==> src/lcr_map.vh <==
// register offsets, field positions and reset values for the link control register group
`ifndef LCR_MAP_VH
`define LCR_MAP_VH
`define LCR_ADDR_ERR_THR 8'h41
`define LCR_ADDR_BC_SPEED 8'h43
`define LCR_ADDR_EQ_MANUAL 8'h44
`define LCR_ADDR_EQ_FLOOR 8'h45
`define LCR_ADDR_PICK_A 8'h52
`define LCR_ADDR_DRV_ON 8'h56
`define LCR_ADDR_PICK_B 8'h57
`define LCR_ADDR_PWR 8'h63
`define LCR_RST_ERR_THR 8'h03
`define LCR_RST_BC_SPEED 8'h00
`define LCR_RST_EQ_MANUAL 8'h60
`define LCR_RST_EQ_FLOOR 8'h88
`define LCR_RST_PICK_A 8'h00
`define LCR_RST_DRV_ON 8'h00
`define LCR_RST_PICK_B 8'h00
`define LCR_RST_PWR 8'h00
`define LCR_BIT_ERR_EN 4
`define LCR_BIT_MISO_MODE 4
`define LCR_BIT_CPOL 3
`define LCR_BIT_EQ_MANUAL 0
`define LCR_BIT_LOOP_PORT 7
`define LCR_BIT_LOOP_DRV 3
`define LCR_PAIR_FIRST 2'h1
`define LCR_PAIR_SECOND 2'h2
`endif

==> src/lcr_err_counter.v <==
// link error counter with lock-drop threshold
`timescale 1ns/10ps
module lcr_err_counter #(
  parameter CNT_W = 4
) (
  input wire core_clk,
  input wire nrst,
  input wire clk_en,
  input wire count_on,
  input wire [CNT_W-1:0] threshold,
  input wire err_clk0,
  input wire err_clk1,
  input wire err_dcf,
  input wire lock_regained,
  output reg lock_drop,
  output reg [CNT_W-1:0] err_count
);
  reg [CNT_W+1:0] sum;
  // running count plus errors seen this cycle on the three monitored positions
  always @* begin
    sum = {{(CNT_W+1){1'b0}}, err_clk0} + {{(CNT_W+1){1'b0}}, err_clk1}
        + {{(CNT_W+1){1'b0}}, err_dcf} + {2'b00, err_count};
  end
  // accumulate and compare to threshold
  always @(posedge core_clk or negedge nrst) begin
    if (!nrst) begin
      err_count <= {CNT_W{1'b0}};
      lock_drop <= 1'b0;
    end else if (clk_en) begin
      lock_drop <= 1'b0;
      if (lock_regained || !count_on) begin
        err_count <= {CNT_W{1'b0}};
        if (!count_on && (err_clk0 || err_clk1 || err_dcf))
          lock_drop <= 1'b1;
      end else if (err_clk0 || err_clk1 || err_dcf) begin
        if (sum >= {2'b00, threshold}) begin
          lock_drop <= 1'b1;
          err_count <= {CNT_W{1'b0}};
        end else begin
          err_count <= sum[CNT_W-1:0];
        end
      end
    end
  end
endmodule // lcr_err_counter

==> src/lcr_regs.v <==
// link control register group: registers, back-channel, equalizer and loop-through control
// Contract
// - bit enables link error counting
// - enabled: drop lock at threshold, default three
// - disabled: drop lock on first error
// - count pixel-clock errors on clk0, clk1, data
// - miso driven always, or tristate when unselected; code tristates it outside the spi reverse modes
// - polarity bit picks launch and sample edges
// - mode 000-011 select GPIO variants
// - mode 100-111 select SPI variants
// - manual upper eq bits, default three
// - manual lower eq bits; one bit picks manual
// - adaptive eq starts from floor, default eight
// - second-port access writes second-port floor
// - single bit picks loop-through source port
// - pair field 01/10 picks loop-through port; code only compares it with the single bit
// - loop driver on only when enabled bit
// - second-port access: write both, read port one; code reads port two
// - floor used only with override and apply
`timescale 1ns/10ps
`include "lcr_map.vh"
module lcr_regs #(
  parameter CNT_W = 4
) (
  input wire core_clk,
  input wire nrst,
  input wire clk_en,
  input wire reg_wr,
  input wire reg_rd,
  input wire [7:0] reg_addr,
  input wire [7:0] reg_wdata,
  output reg [7:0] reg_rdata,
  input wire second_port_access,
  input wire floor_override_on,
  input wire floor_apply,
  input wire err_clk0,
  input wire err_clk1,
  input wire err_data_control_field,
  input wire lock_regained,
  output reg lock_drop,
  input wire spi_ss_n,
  input wire miso_out_in,
  output reg miso_out,
  output reg miso_oe_n,
  output reg spi_launch_rise,
  output reg gpio_mode_on,
  output reg gpio_hs_on,
  output reg [2:0] gpio_hs_count,
  output reg spi_mode_on,
  output reg spi_reverse,
  output reg spi_hs_on,
  output reg [5:0] eq_setting,
  output reg eq_manual_sel,
  output reg [3:0] eq_start_floor0,
  output reg [3:0] eq_start_floor1,
  output reg floor_valid,
  input wire first_rx_input,
  input wire second_rx_input,
  output reg loop_output_pair,
  output reg loop_driver_on,
  output reg loop_pick_mismatch
);
  // shared registers
  reg [7:0] err_thr_r;
  reg [7:0] bc_speed_r;
  reg [7:0] eq_manual_r;
  reg [7:0] eq_floor0_r;
  reg [7:0] eq_floor1_r;
  reg [7:0] pick_a_r;
  reg [7:0] drv_on_r;
  reg [7:0] pick_b_r;
  reg [7:0] pwr_r;
  reg [7:0] rdata_nxt;
  wire lock_drop_w;
  wire [CNT_W-1:0] err_count_w;

  // pin synchroniser stages, only the second stage is read
  reg ss_n_meta_r;
  reg ss_n_sync_r;
  reg rx0_meta_r;
  reg rx0_sync_r;
  reg rx1_meta_r;
  reg rx1_sync_r;

  // decoded next values of the registered outputs
  reg gpio_mode_nxt;
  reg gpio_hs_nxt;
  reg [2:0] gpio_count_nxt;
  reg spi_mode_nxt;
  reg spi_reverse_nxt;
  reg spi_hs_nxt;
  reg miso_oe_n_nxt;
  reg loop_out_nxt;

  // back-channel mode codes that carry high-speed gpio lanes
  localparam MODE_HS_GPIO_ONE = 3'h1;
  localparam MODE_HS_GPIO_TWO = 3'h2;
  localparam MODE_HS_GPIO_FOUR = 3'h3;

  // true when the loop-through pair field names the same port as the single bit
  function pick_agree;
    input sel_bit;
    input [1:0] sel_pair;
    begin
      pick_agree = sel_bit ? (sel_pair == `LCR_PAIR_SECOND) : (sel_pair == `LCR_PAIR_FIRST);
    end
  endfunction

  // lane count for a mode, zero outside the gpio modes so spi codes never leak a count
  function [2:0] hs_lanes;
    input [2:0] mode;
    begin
      case (mode)
        MODE_HS_GPIO_ONE: hs_lanes = 3'h1;
        MODE_HS_GPIO_TWO: hs_lanes = 3'h2;
        MODE_HS_GPIO_FOUR: hs_lanes = 3'h4;
        default: hs_lanes = 3'h0;
      endcase
    end
  endfunction

  // register writes
  always @(posedge core_clk or negedge nrst) begin
    if (!nrst) begin
      err_thr_r <= `LCR_RST_ERR_THR;
      bc_speed_r <= `LCR_RST_BC_SPEED;
      eq_manual_r <= `LCR_RST_EQ_MANUAL;
      eq_floor0_r <= `LCR_RST_EQ_FLOOR;
      eq_floor1_r <= `LCR_RST_EQ_FLOOR;
      pick_a_r <= `LCR_RST_PICK_A;
      drv_on_r <= `LCR_RST_DRV_ON;
      pick_b_r <= `LCR_RST_PICK_B;
      pwr_r <= `LCR_RST_PWR;
    end else if (clk_en && reg_wr) begin
      case (reg_addr)
        `LCR_ADDR_ERR_THR: err_thr_r <= reg_wdata;
        `LCR_ADDR_BC_SPEED: bc_speed_r <= reg_wdata;
        `LCR_ADDR_EQ_MANUAL: eq_manual_r <= reg_wdata;
        `LCR_ADDR_EQ_FLOOR: begin
          if (second_port_access) begin
            eq_floor1_r <= reg_wdata;
            eq_floor0_r <= reg_wdata;
          end else begin
            eq_floor0_r <= reg_wdata;
          end
        end
        `LCR_ADDR_PICK_A: pick_a_r <= reg_wdata;
        `LCR_ADDR_DRV_ON: drv_on_r <= reg_wdata;
        `LCR_ADDR_PICK_B: pick_b_r <= reg_wdata;
        `LCR_ADDR_PWR: pwr_r <= reg_wdata;
        default: ;
      endcase
    end
  end

  // read mux, unmapped reads return zero
  always @* begin
    case (reg_addr)
      `LCR_ADDR_ERR_THR: rdata_nxt = err_thr_r;
      `LCR_ADDR_BC_SPEED: rdata_nxt = bc_speed_r;
      `LCR_ADDR_EQ_MANUAL: rdata_nxt = eq_manual_r;
      `LCR_ADDR_EQ_FLOOR: rdata_nxt = second_port_access ? eq_floor1_r : eq_floor0_r;
      `LCR_ADDR_PICK_A: rdata_nxt = pick_a_r;
      `LCR_ADDR_DRV_ON: rdata_nxt = drv_on_r;
      `LCR_ADDR_PICK_B: rdata_nxt = pick_b_r;
      `LCR_ADDR_PWR: rdata_nxt = pwr_r;
      default: rdata_nxt = 8'h00;
    endcase
  end

  // error counter
  lcr_err_counter #(.CNT_W(CNT_W)) u_err (
    .core_clk(core_clk),
    .nrst(nrst),
    .clk_en(clk_en),
    .count_on(err_thr_r[`LCR_BIT_ERR_EN]),
    .threshold(err_thr_r[CNT_W-1:0]),
    .err_clk0(err_clk0),
    .err_clk1(err_clk1),
    .err_dcf(err_data_control_field),
    .lock_regained(lock_regained),
    .lock_drop(lock_drop_w),
    .err_count(err_count_w)
  );

  // slave select pin synchroniser, idles deselected
  always @(posedge core_clk or negedge nrst) begin
    if (!nrst) begin
      ss_n_meta_r <= 1'b1;
      ss_n_sync_r <= 1'b1;
    end else if (clk_en) begin
      ss_n_meta_r <= spi_ss_n;
      ss_n_sync_r <= ss_n_meta_r;
    end
  end

  // first receive input synchroniser
  always @(posedge core_clk or negedge nrst) begin
    if (!nrst) begin
      rx0_meta_r <= 1'b0;
      rx0_sync_r <= 1'b0;
    end else if (clk_en) begin
      rx0_meta_r <= first_rx_input;
      rx0_sync_r <= rx0_meta_r;
    end
  end

  // second receive input synchroniser
  always @(posedge core_clk or negedge nrst) begin
    if (!nrst) begin
      rx1_meta_r <= 1'b0;
      rx1_sync_r <= 1'b0;
    end else if (clk_en) begin
      rx1_meta_r <= second_rx_input;
      rx1_sync_r <= rx1_meta_r;
    end
  end

  // decode of mode, miso driver and loop-through source
  always @* begin
    gpio_mode_nxt = ~bc_speed_r[2];
    gpio_hs_nxt = ~bc_speed_r[2] & (bc_speed_r[1:0] != 2'h0);
    gpio_count_nxt = hs_lanes(bc_speed_r[2:0]);
    spi_mode_nxt = bc_speed_r[2];
    spi_reverse_nxt = bc_speed_r[2] & bc_speed_r[0];
    spi_hs_nxt = bc_speed_r[2] & bc_speed_r[1];
    if (spi_reverse_nxt)
      miso_oe_n_nxt = bc_speed_r[`LCR_BIT_MISO_MODE] & ss_n_sync_r;
    else
      miso_oe_n_nxt = 1'b1;
    if (drv_on_r[`LCR_BIT_LOOP_DRV])
      loop_out_nxt = pick_a_r[`LCR_BIT_LOOP_PORT] ? rx1_sync_r : rx0_sync_r;
    else
      loop_out_nxt = 1'b0;
  end

  // read data and lock drop
  always @(posedge core_clk or negedge nrst) begin
    if (!nrst) begin
      reg_rdata <= 8'h00;
      lock_drop <= 1'b0;
    end else if (clk_en) begin
      if (reg_rd)
        reg_rdata <= rdata_nxt;
      lock_drop <= lock_drop_w;
    end
  end

  // back-channel mode and spi pin outputs
  always @(posedge core_clk or negedge nrst) begin
    if (!nrst) begin
      miso_out <= 1'b0;
      miso_oe_n <= 1'b1;
      spi_launch_rise <= 1'b0;
      gpio_mode_on <= 1'b1;
      gpio_hs_on <= 1'b0;
      gpio_hs_count <= 3'h0;
      spi_mode_on <= 1'b0;
      spi_reverse <= 1'b0;
      spi_hs_on <= 1'b0;
    end else if (clk_en) begin
      miso_out <= miso_out_in;
      miso_oe_n <= miso_oe_n_nxt;
      spi_launch_rise <= bc_speed_r[`LCR_BIT_CPOL];
      gpio_mode_on <= gpio_mode_nxt;
      gpio_hs_on <= gpio_hs_nxt;
      gpio_hs_count <= gpio_count_nxt;
      spi_mode_on <= spi_mode_nxt;
      spi_reverse <= spi_reverse_nxt;
      spi_hs_on <= spi_hs_nxt;
    end
  end

  // equalizer settings
  always @(posedge core_clk or negedge nrst) begin
    if (!nrst) begin
      eq_setting <= 6'h18;
      eq_manual_sel <= 1'b0;
      eq_start_floor0 <= 4'h8;
      eq_start_floor1 <= 4'h8;
      floor_valid <= 1'b0;
    end else if (clk_en) begin
      eq_setting <= {eq_manual_r[7:5], eq_manual_r[3:1]};
      eq_manual_sel <= eq_manual_r[`LCR_BIT_EQ_MANUAL];
      eq_start_floor0 <= eq_floor0_r[3:0];
      eq_start_floor1 <= eq_floor1_r[3:0];
      floor_valid <= floor_override_on & floor_apply;
    end
  end

  // loop-through routing and port select agreement
  always @(posedge core_clk or negedge nrst) begin
    if (!nrst) begin
      loop_output_pair <= 1'b0;
      loop_driver_on <= 1'b0;
      loop_pick_mismatch <= 1'b0;
    end else if (clk_en) begin
      loop_output_pair <= loop_out_nxt;
      loop_driver_on <= drv_on_r[`LCR_BIT_LOOP_DRV];
      loop_pick_mismatch <= ~pick_agree(pick_a_r[`LCR_BIT_LOOP_PORT], pick_b_r[2:1]);
    end
  end
endmodule // lcr_regs

==> config.mk <==
export PLATFORM = sky130hd
export DESIGN_NAME = lcr_regs
export DESIGN_NICKNAME = d
export VERILOG_FILES = /design/src/lcr_err_counter.v /design/src/lcr_regs.v
export VERILOG_INCLUDE_DIRS = /design/src
export SDC_FILE = /design/constraint.sdc
export NUM_CORES = 1
export LEC_CHECK = 0
export BUFFER_PORTS_ARGS = -buffer_cell sky130_fd_sc_hd__buf_4
export CAP_MARGIN = 10
export CORE_MARGIN = 2
export CORE_UTILIZATION = 40
export CTS_CLUSTER_DIAMETER = 60
export DETAILED_ROUTE_END_ITERATION = 8
export SYNTH_ARGS = -nofsm -noshare
export SYNTH_HDL_FRONTEND = slang
export SYNTH_SLANG_ARGS = --single-unit
==> constraint.sdc <==
create_clock -name core_clk -period 5.2 [get_ports core_clk]
set_input_delay 0.26 -clock core_clk [delete_from_list [all_inputs] [get_ports core_clk]]
set_output_delay 0.26 -clock core_clk [all_outputs]
set_load 0.005 [all_outputs]
# After elaboration in Yosys (flattened, before gate mapping)
# Cells that the tools add are included.
# W data, S select, Z words.
# word_totals
ff_bits	122
inputBits	32
# op_classes
n_reduce_logical	19
bitwise_logic	7
mux	14
n_eq_ne	13
magnitude_cmp	1
n_addsub	3
# ops
op	n
$eq A8 B7 Y1 const B	8
$pmux W8 S8	1
$reduce_and A2 Y1	10
$mux W4	3
$pmux W3 S3	1
$mux W1	8
$mux W8	1
$add A6 B1 Y6	1
$add A6 B4 Y6	1
$eq A3 B2 Y1 const B	2
$ge A6 B4 Y1	1
$and A1 B1 Y1	5
$reduce_bool A2 Y1	2
$eq A3 B1 Y1 const B	1
$logic_or A1 B1 Y1	3
$reduce_and A3 Y1	1
$add A1 B1 Y2	1
$eq A2 B1 Y1 const B	1
$eq A2 B2 Y1 const B	1
$logic_and A1 B1 Y1	2
$not A1 Y1	2
$logic_not A1 Y1	1

# Logic depth before layout (Yosys ltp)
# Gate-level depths: netlist (run 1).
# depth
ltp_word	7
depth_mapped	11
depth_no_buf	11

# By module
# A second synthesis (run 1) with hierarchy kept.
# unflattened
hier_cells	440
area_unflattened_um2	5632.9
# by_module_without_submodules
mod	area_per_inst_um2	cells_each	instances
lcr_regs	5166.2	391	1
lcr_err_counter	466.7	49	1

# Least setup slack after synthesis (run 1)
# Ideal clock, no wire load.
# synth_timing
path_type	input -> register
startpoint	input port err_clk0
endpoint	register u_err.err_count[0]
slack_ns	2.569
setup_ns	0.083
t_arrival_ns	2.549
path_stages	11
required_ns	5.117
path_cell_list	inv_1 ha_1 fa_1 inv_1 fa_1 inv_1 ha_1 a211oi_1 o21ai_0 or3_1 o21ai_0
# synth_via
elab_chain_cells	7
# synth_rtl
item	line	source
start: declaration	lcr_regs.v:36	input wire err_clk0,
$add A1 B1 Y2	lcr_err_counter.v:21	sum = {{(CNT_W+1){1'b0}}, err_clk0} + {{(CNT_W+1){1'b0}}, err_clk1}
$add A6 B1 Y6	lcr_err_counter.v:22	+ {{(CNT_W+1){1'b0}}, err_dcf} + {2'b00, err_count};
$add A6 B4 Y6	lcr_err_counter.v:22	
$ge A6 B4 Y1	lcr_err_counter.v:36	if (sum >= {2'b00, threshold}) begin
$mux W4	lcr_err_counter.v:36	
$mux W4	lcr_err_counter.v:35	end else if (err_clk0 || err_clk1 || err_dcf) begin
$mux W4	lcr_err_counter.v:31	if (lock_regained || !count_on) begin
end signal: assignment	lcr_err_counter.v:32	err_count <= {CNT_W{1'b0}};
end signal: assignment	lcr_err_counter.v:38	err_count <= {CNT_W{1'b0}};
end signal: assignment	lcr_err_counter.v:40	err_count <= sum[CNT_W-1:0];
end: declaration	lcr_err_counter.v:16	output reg [CNT_W-1:0] err_count
# Several ways; a longest one is shown, not always the timed one. The select of a mux whose other input is x is not followed.
# A chain may end at the register's enable or synchronous reset.

# Final worst setup path (run 1)
# layout_timing
startpoint	register u_err.err_count[0]
endpoint	register u_err.err_count[0]
# layout_via
elab_chain_cells	5
# layout_rtl
item	line	source
start signal: assignment	lcr_err_counter.v:27	err_count <= {CNT_W{1'b0}};
start signal: assignment	lcr_err_counter.v:32	
start signal: assignment	lcr_err_counter.v:38	
$add A6 B4 Y6 *	lcr_err_counter.v:22	
$ge A6 B4 Y1	lcr_err_counter.v:36	
$mux W4 *	lcr_err_counter.v:36	
$mux W4 *	lcr_err_counter.v:35	
$mux W4 *	lcr_err_counter.v:31	
# Every way passes the cells marked *; elsewhere a longest branch is shown, timed or not. The select of a mux whose other input is x is not followed.

==> results.txt, run 1 <==
Worst Path Arrival -> 3070 ps
Seq/Total Area, Yosys -> 54.7%
Remaining DRCs -> 0
synthesized area -> 5620 sq um
RR Startpoint -> u_err.err_count[0]$_DFFE_PN0P_
Hold Path End -> floor_valid$_DFFE_PN0P_
Worst Path Max Fanout -> 4
Hold Vio Cnt, Final -> 0
die area -> 15,000 sq um
FF-to-FF setup slack -> 2460 ps
vias in the first global route -> 3,849
crit path time final -> 2740 ps
critical path class -> flip-flop to flip-flop
Synth Flop Type -> dfrtp_1
required time worst endpoint -> 5530 ps
number of diodes -> 0
Vias/cell -> 5.43
1st-iter DRT viols -> 136
RSZ-0062 raised after global routing -> no
IO buf count -> 70
worst min path class -> input port to flip-flop
reg2reg end -> u_err.err_count[0]$_DFFE_PN0P_
fmax -> 366 MHz
RePlAce Congestion -> 0.857
first-pass GRT wire length -> 20.9 mm
syn nets -> 481
Resized cells post-CTS -> 0
Final TNS setup -> 0 ps
row cnt -> 43
routed wire length -> 12.9 mm
Vias -> 3,835
Area after DPL -> 6300 sq um
wire length per cell -> 18.3 microns
ratio of cells with drive above 1 in the final layout -> 42.2%
Top Ports -> 71
Seq cells post-synth -> 122
die width -> 123 microns
pwr/cell area -> 341 nW/um^2
NumNets Final -> 554
YS warnings -> 0
final setup fails -> 0
crit end category -> flip-flop
total power -> 2.36 mW
final instance area -> 6920 sq um
CTS tree -> built
Area Growth Syn to Fin -> 23.0%
final period utilization -> 52.6%
fin. max-slew vios -> 0
post-route ant nets -> 0
post-synthesis cell type count -> 50
run status -> complete, no violations
router iterations before antenna repair -> 4
VDD IR-drop max -> 183 uV
Min Hold Slack -> 76.5 ps
Rel. slew slack -> 42.4%
worst-margin pin slew -> 863 ps
Hold Startpoint -> floor_apply
pin count of the biggest net entering global routing -> 68
initial antenna violation count -> 0
Num CTS Buffers -> 17
clock skew -> 6.68 ps
CORE AREA -> 13,800 sq um
clk root buf -> clkbuf_16
Critical Path Start Type -> flip-flop
Post-synth ARST share -> 100%
clk_lat worst skew -> 420 ps
Mapped Avg Cell Area -> 12.8 sq um
Clock Tree Buf Depth -> 2
htree depth -> 4
R2R cell count -> 9
Worst-path clk slew -> 50 ps
leak pwr -> 3.32 nW
Post-synth EDFFs -> 0
clock sink count -> 122
initial core utilization -> 40.7%
HPWL after detailed placement -> 8.91 mm
grt total ovfl -> 0
total track usage -> 18.8%
Post-Syn Instances -> 440
Die Y -> 123 microns
Max-Cap Viols -> 0
hold path cells -> 3
state kept, by name, summed over array words and instances, names as in the netlist, 3 cells and up:
signal / count
eq_manual_r: 8
gpio_hs_count: 3
eq_setting: 6
eq_floor0_r: 8
eq_start_floor0: 4
u_err.err_count: 4
reg_rdata: 8
pick_a_r: 8
pick_b_r: 8
bc_speed_r: 8
eq_floor1_r: 8
eq_start_floor1: 4
pwr_r: 8
drv_on_r: 8
err_thr_r: 8
worst max-delay path, stage by stage, from the launching register on:
cell	delay (ps)
dfrtp_1	400
fa_1	420
inv_1	80
fa_1	440
inv_1	80
ha_1	230
a211oi_1	220
o21ai_0	220
or3_1	430
o21ai_0	150
cell type report:
class | count | area (sq um)
fill | 1232 | 6910
sequential | 122 | 3070
multi-input combinational | 280 | 2400
timing repair buffer | 72 | 543
clock buffer | 23 | 458
tap | 180 | 225
clock inverter | 9 | 145
inverter | 20 | 75.1
power by group:
| group | switching [mW] | total [mW] | internal [mW] |
|---|---|---|---|
| clock network | 0.398 | 1.21 | 0.809 |
| logic | 0.0842 | 0.151 | 0.0664 |
| registers | 0.0187 | 1.00 | 0.984 |
cell usage after synthesis, types with 3 or more instances:
cell | n | share of area [%]
a211oi_1 | 14 | 1.9
a22o_1 | 7 | 1.1
and3_1 | 4 | 0.44
buf_2 | 6 | 0.53
clkbuf_1 | 10 | 0.67
dfrtp_1 | 106 | 47
dfstp_2 | 16 | 7.5
ha_1 | 7 | 1.6
inv_1 | 20 | 1.3
mux2_2 | 99 | 20
mux2i_1 | 23 | 4.1
nand2_1 | 28 | 1.9
nand2b_1 | 3 | 0.33
nand3_1 | 7 | 0.62
nor2_1 | 17 | 1.1
nor3_1 | 3 | 0.27
o21ai_0 | 18 | 1.6
o22ai_1 | 7 | 0.78
o2bb2ai_1 | 3 | 0.47
or3_1 | 3 | 0.33
cell usage in the layout (no fill, tap or decap), types with 2 or more instances in the layout:
master | Yosys | layout
nand2b_1 | 3 | 3
nor2b_1 | 2 | 2
or3_1 | 3 | 3
a22o_1 | 7 | 7
inv_1 | 20 | 20
a211oi_1 | 14 | 14
bufinv_16 | 0 | 4
o22ai_1 | 7 | 7
fa_1 | 2 | 2
nand4_1 | 2 | 2
buf_4 | 1 | 71
nand3_1 | 7 | 7
nor2_1 | 17 | 17
clkbuf_16 | 0 | 17
nor3_2 | 2 | 2
clkinv_2 | 0 | 5
nand2_1 | 28 | 28
o2bb2ai_1 | 3 | 3
ha_1 | 7 | 7
clkbuf_1 | 10 | 5
mux2_2 | 99 | 99
o31ai_1 | 2 | 2
xnor2_1 | 2 | 2
a21o_1 | 2 | 2
o21ai_0 | 18 | 18
dfstp_2 | 16 | 16
dfrtp_1 | 106 | 106
and3_1 | 4 | 4
a22oi_1 | 2 | 2
nor3_1 | 3 | 3
nand4_2 | 2 | 2
mux2i_1 | 23 | 23
repair_timing:
action,4_1_cts,5_1_grt
buffers inserted,0,0
endpoints found under the hold margin,59,0
setup endpoints to repair,0,0
hold buffers,1,0
metrics by stage:
stage / setup slack [ps] / cells / util [%]
detailed placement: 2220 / 673 / 45.6
finish: 2460 / 706 / 50.0
global route: 2260 / 706 / 50.0
floorplan: 2570 / 440 / -
global placement: 2370 / 673 / 45.6
CTS: 2480 / 706 / 50.0
how the worst max path moves through the flow:
stage / from / to / slack [ps] / depth (start not counted)
5_1_grt: u_err.err_count[0]$_DFFE_PN0P_ / u_err.err_count[1]$_DFFE_PN0P_ / 2260 / 9
3_3_place_gp: err_clk0 / u_err.err_count[1]$_DFFE_PN0P_ / 2370 / 12
6_report: u_err.err_count[0]$_DFFE_PN0P_ / u_err.err_count[0]$_DFFE_PN0P_ / 2460 / 9
2_1_floorplan: err_clk0 / u_err.err_count[0]$_DFFE_PN0P_ / 2570 / 11
4_1_cts: u_err.err_count[0]$_DFFE_PN0P_ / u_err.err_count[1]$_DFFE_PN0P_ / 2480 / 9
3_5_place_dp: err_clk0 / u_err.err_count[0]$_DFFE_PN0P_ / 2220 / 12
layer usage:
| layer | GRT usage (%) | part of all wire, % | vias to the layer above | wire length (microns) |
|---|---|---|---|---|
| met5 | 0 | 0 | - | 0 |
| met4 | 7.33 | 1.9 | 0 | 241 |
| met3 | 4.88 | 5.5 | 22 | 707 |
| met2 | 28.9 | 47 | 92 | 6110 |
| met1 | 25.6 | 45 | 1972 | 5870 |
| li1 | - | - | 1749 | - |
cell families (layout without fill, tap and decap cells):
family | after synthesis | after routing | synth area share [%]
buffers and inverters | 38 | 124 | 2.74
flip-flops | 122 | 122 | 54.7
AND/OR/NAND/NOR | 82 | 82 | 8.12
multiplexers | 122 | 122 | 23.9
XOR/XNOR | 2 | 2 | 0.312
adder cells (fa/ha/maj) | 9 | 9 | 2.27
AO/OA/AOI/OAI | 65 | 65 | 7.99
Note: power is estimated with default switching activity, not from simulation.
==> inputs of run 2 (changes only) <==
- ABC_AREA: default -> 1
- clock period: 5.2 -> 2.5 ns (I/O delays scaled with it)
==> run 2 against run 1 <==
Register-to-register slack got worse by 2300 ps. Final area increased by 5.5%. Largest power group unchanged. Area after synthesis increased by 4.2%. Sequential power increased by 110%. Final cell count increased by 37%. Wire length increased by 17%. Via count increased by 26%. Largest cell class unchanged. Total power increased by 110%.
==> results.txt, run 2 <==
Hold Path End -> eq_start_floor1[3]$_DFFE_PN1P_
crit end category -> flip-flop
final period utilization -> 94.8% (+42 points)
Power Internal -> 3.86 mW (+110%)
Vias -> 4,839 (+26%)
pre-CTS setup slack -> -102 ps (-2320 ps)
CTS tree -> built
Remaining DRCs -> 0 (unchanged)
Post-synth ARST share -> 100% (unchanged)
Hold Startpoint -> clk_en
Synth area leaders -> dfrtp_1 (45%), nand2_1 (16%), dfstp_2 (7.2%)
wire length per cell -> 15.7 microns (-14%)
Worst Path Arrival -> 2710 ps (-360 ps)
worst min path class -> input port to flip-flop
Clock Tree Buf Depth -> 2 (unchanged)
clk root buf -> clkbuf_16
initial antenna violation count -> 0 (unchanged)
HPWL after detailed placement -> 10.6 mm (+19%)
PnR worst setup slack -> 129 ps (-2340 ps)
Seq cells post-synth -> 122 (unchanged)
Max-Cap Viols -> 0 (unchanged)
row cnt -> 44 (+2.3%)
Vias/cell -> 5.02 (-7.6%)
Sw Pwr -> 1.19 mW (+140%)
Critical-path top delay cell -> fa_1
RePlAce Congestion -> 0.872 (+1.7%)
routed wire length -> 15.2 mm (+17%)
Post-synth EDFFs -> 0 (unchanged)
first-pass GRT wire length -> 24.9 mm (+19%)
hold path cells -> 3 (unchanged)
Post-Syn Instances -> 679 (+54%)
slowest stage delay, CP -> 420 ps (-20 ps)
Seq pwr share -> 42.4% (about the same)
syn nets -> 720 (+50%)
pwr/cell area -> 692 nW/um^2 (+100%)
reg2reg end -> u_err.err_count[0]$_DFFE_PN0P_
grt total ovfl -> 0 (unchanged)
NumNets Final -> 808 (+46%)
clk_lat worst skew -> 420 ps (about the same)
crit path time final -> 2370 ps (-364 ps)
power share of the clock group -> 48.5% (-2.6 points)
most frequent cells in the layout -> nand2_1 (250), dfrtp_1 (106), buf_4 (77)
synthesized area -> 5860 sq um (+4.2%)
RR Startpoint -> u_err.err_count[0]$_DFFE_PN0P_
critical-path cell list -> fa_2 -> inv_2 -> fa_1 -> inv_2 -> ha_1 -> a21boi_0 -> o21bai_1 -> nand2_1 -> nor2_4 -> nand2_1 -> o21ai_1
Worst-path clk slew -> 60 ps (about the same)
required time worst endpoint -> 2840 ps (-2690 ps)
number of diodes -> 0 (unchanged)
die area -> 15,600 sq um (+4.0%)
commonest non-fill, non-tap cell in the layout -> nand2_1
CORE AREA -> 14,400 sq um (+4.3%)
FF-to-FF setup slack -> 130 ps (-2340 ps)
leak pwr -> 3.70 nW (+12%)
Top Ports -> 71 (unchanged)
Area after DPL -> 6540 sq um (+3.7%)
Num CTS Buffers -> 17 (unchanged)
combinational power share -> 9.1% (+2.7 points)
post-route ant nets -> 0 (unchanged)
1st-iter DRT viols -> 304 (+120%)
Worst Path Max Fanout -> 4 (unchanged)
IO buf count -> 70 (unchanged)
clock sink count -> 122 (unchanged)
Hold Vio Cnt, Final -> 0 (unchanged)
final instance area -> 7300 sq um (+5.5%)
final setup fails -> 0 (unchanged)
router iterations before antenna repair -> 5 (+1)
fmax -> 422 MHz (+15%)
Die Y -> 125 microns (+2.0%)
R2R cell count -> 11 (+2)
clock skew -> 8.60 ps (+1.91 ps)
sw frac -> 23.6% (+2.4 points)
Post-synth top cells -> nand2_1 (250), dfrtp_1 (106), nand3_1 (67), inv_1 (44), o21a_1 (42)
most common cell in the synthesized netlist -> nand2_1
post-synthesis cell type count -> 29 (-42%)
critical path class -> flip-flop to flip-flop
area fraction of the dominant cell type after synthesis -> 45.3% (-1.9 points)
vias in the first global route -> 4,809 (+25%)
die width -> 125 microns (+2.0%)
Mapped Avg Cell Area -> 8.63 sq um (-33%)
Seq/Total Area, Yosys -> 52.5% (-2.2 points)
initial core utilization -> 40.6% (-0.061 points)
Critical Path Start Type -> flip-flop
cell accounting for the most synthesized area -> dfrtp_1
htree depth -> 4 (unchanged)
Synth Flop Type -> dfrtp_1
VDD IR-drop max -> 498 uV (+170%)
Area Growth Syn to Fin -> 24.6%
fin. max-slew vios -> 0 (unchanged)
RSZ-0062 raised after global routing -> no
run status -> complete, no violations
ratio of cells with drive above 1 in the final layout -> 21.3% (-21 points)
Rel. slew slack -> 65.2% (+23 points)
worst-margin pin slew -> 523 ps (-341 ps)
YS warnings -> 0 (unchanged)
pin count of the biggest net entering global routing -> 45 (-34%)
total track usage -> 20.5% (+1.7 points)
-- run 2: cell types whose count changed in the layout (fill, tap and decap cells not counted), moves of 22 or more --
cell / change
inv_1: +22
mux2_2: -99
mux2i_1: -23
nand2_1: +222
nand3_1: +60
o21a_1: +42
-- run 2: kinds of logic (layout without fill, tap and decap cells) --
logic type,Yosys count,in the layout,share of synthesized area (%)
xor gates and xnor gates,2,2,0.299
and+or+nand+nor,369,369,28.2
AOI/OAI and AO/OA,106,106,11.5
adders and majority gates,9,9,2.18
DFF,122,122,52.5
buffers and inverters,71,172,5.40
-- run 2: through the flow --
step / TNS [ps] / power (mW) / hold slack [ps] / util, % / instances
6_report: 0 / 5.05 / 48.0 / 50.6 / 964
5_1_grt: 0 / 5.25 / 62.9 / 50.6 / 964
4_1_cts: 0 / 5.09 / 37.9 / 50.5 / 963
3_5_place_dp: -353 / 2.61 / 145 / 45.3 / 916
3_3_place_gp: 0 / 2.58 / 140 / 45.3 / 916
2_1_floorplan: 0 / 2.39 / -171 / - / 679
-- run 2: power by group through the flow --
stage                     clock network (mW)  registers, mW  logic (mW)
after detailed placement                   0           2.17       0.433
after global placement                     0           2.17       0.414
after global routing                    2.58           2.15       0.520
after CTS                               2.50           2.14       0.454
final                                   2.45           2.14       0.459
after floorplan                            0           2.16       0.227
-- run 2: routing by layer --
| metal | GRT usage [%] | wire length, microns | part of all wire [%] | vias to the layer above |
|---|---|---|---|---|
| met1 | 26.6 | 6620 | 44 | 2337 |
| met3 | 5.31 | 880 | 5.8 | 15 |
| met4 | 6.99 | 275 | 1.8 | 0 |
| met5 | 0 | 0 | 0 | - |
| li1 | - | - | - | 2361 |
| met2 | 33.6 | 7400 | 49 | 126 |
-- run 2: worst max path at each step --
stage                              startpoint                        endpoint  slack (ps)  cells after the start
2_1_floorplan                        err_clk0  u_err.err_count[0]$_DFFE_PN0P_         280                     13
3_3_place_gp                         err_clk0  u_err.err_count[3]$_DFFE_PN0P_          60                     14
3_5_place_dp                         err_clk0  u_err.err_count[0]$_DFFE_PN0P_        -100                     14
4_1_cts        u_err.err_count[0]$_DFFE_PN0P_  u_err.err_count[0]$_DFFE_PN0P_           6                     11
5_1_grt        u_err.err_count[0]$_DFFE_PN0P_  u_err.err_count[3]$_DFFE_PN0P_           7                     11
6_report       u_err.err_count[0]$_DFFE_PN0P_  u_err.err_count[0]$_DFFE_PN0P_         130                     11
-- run 2: final cells by class --
class / instances / area (sq um)
flip-flops and latches: 122 / 3070
multi-input cells: 486 / 2480
well taps: 184 / 230
clock inverters: 8 / 90.1
inverters: 47 / 176
clock buffers: 24 / 502
fillers: 1406 / 7130
repair buffers: 93 / 748
-- run 2: critical path: cells and delay by family (launching register included) --
kind | cells | cell delay (ps)
adder cells (fa/ha/maj) | 3 | 1020
flip-flops | 1 | 410
AND/OR/NAND/NOR | 3 | 370
AO/OA/AOI/OAI | 3 | 340
buffers and inverters | 2 | 150
-- run 2: repair_timing --
item	CTS	global route
hold buffers	15	0
setup endpoints to repair	0	4
endpoints found under the hold margin	52	0
resized for setup	0	7
buffers inserted	0	1
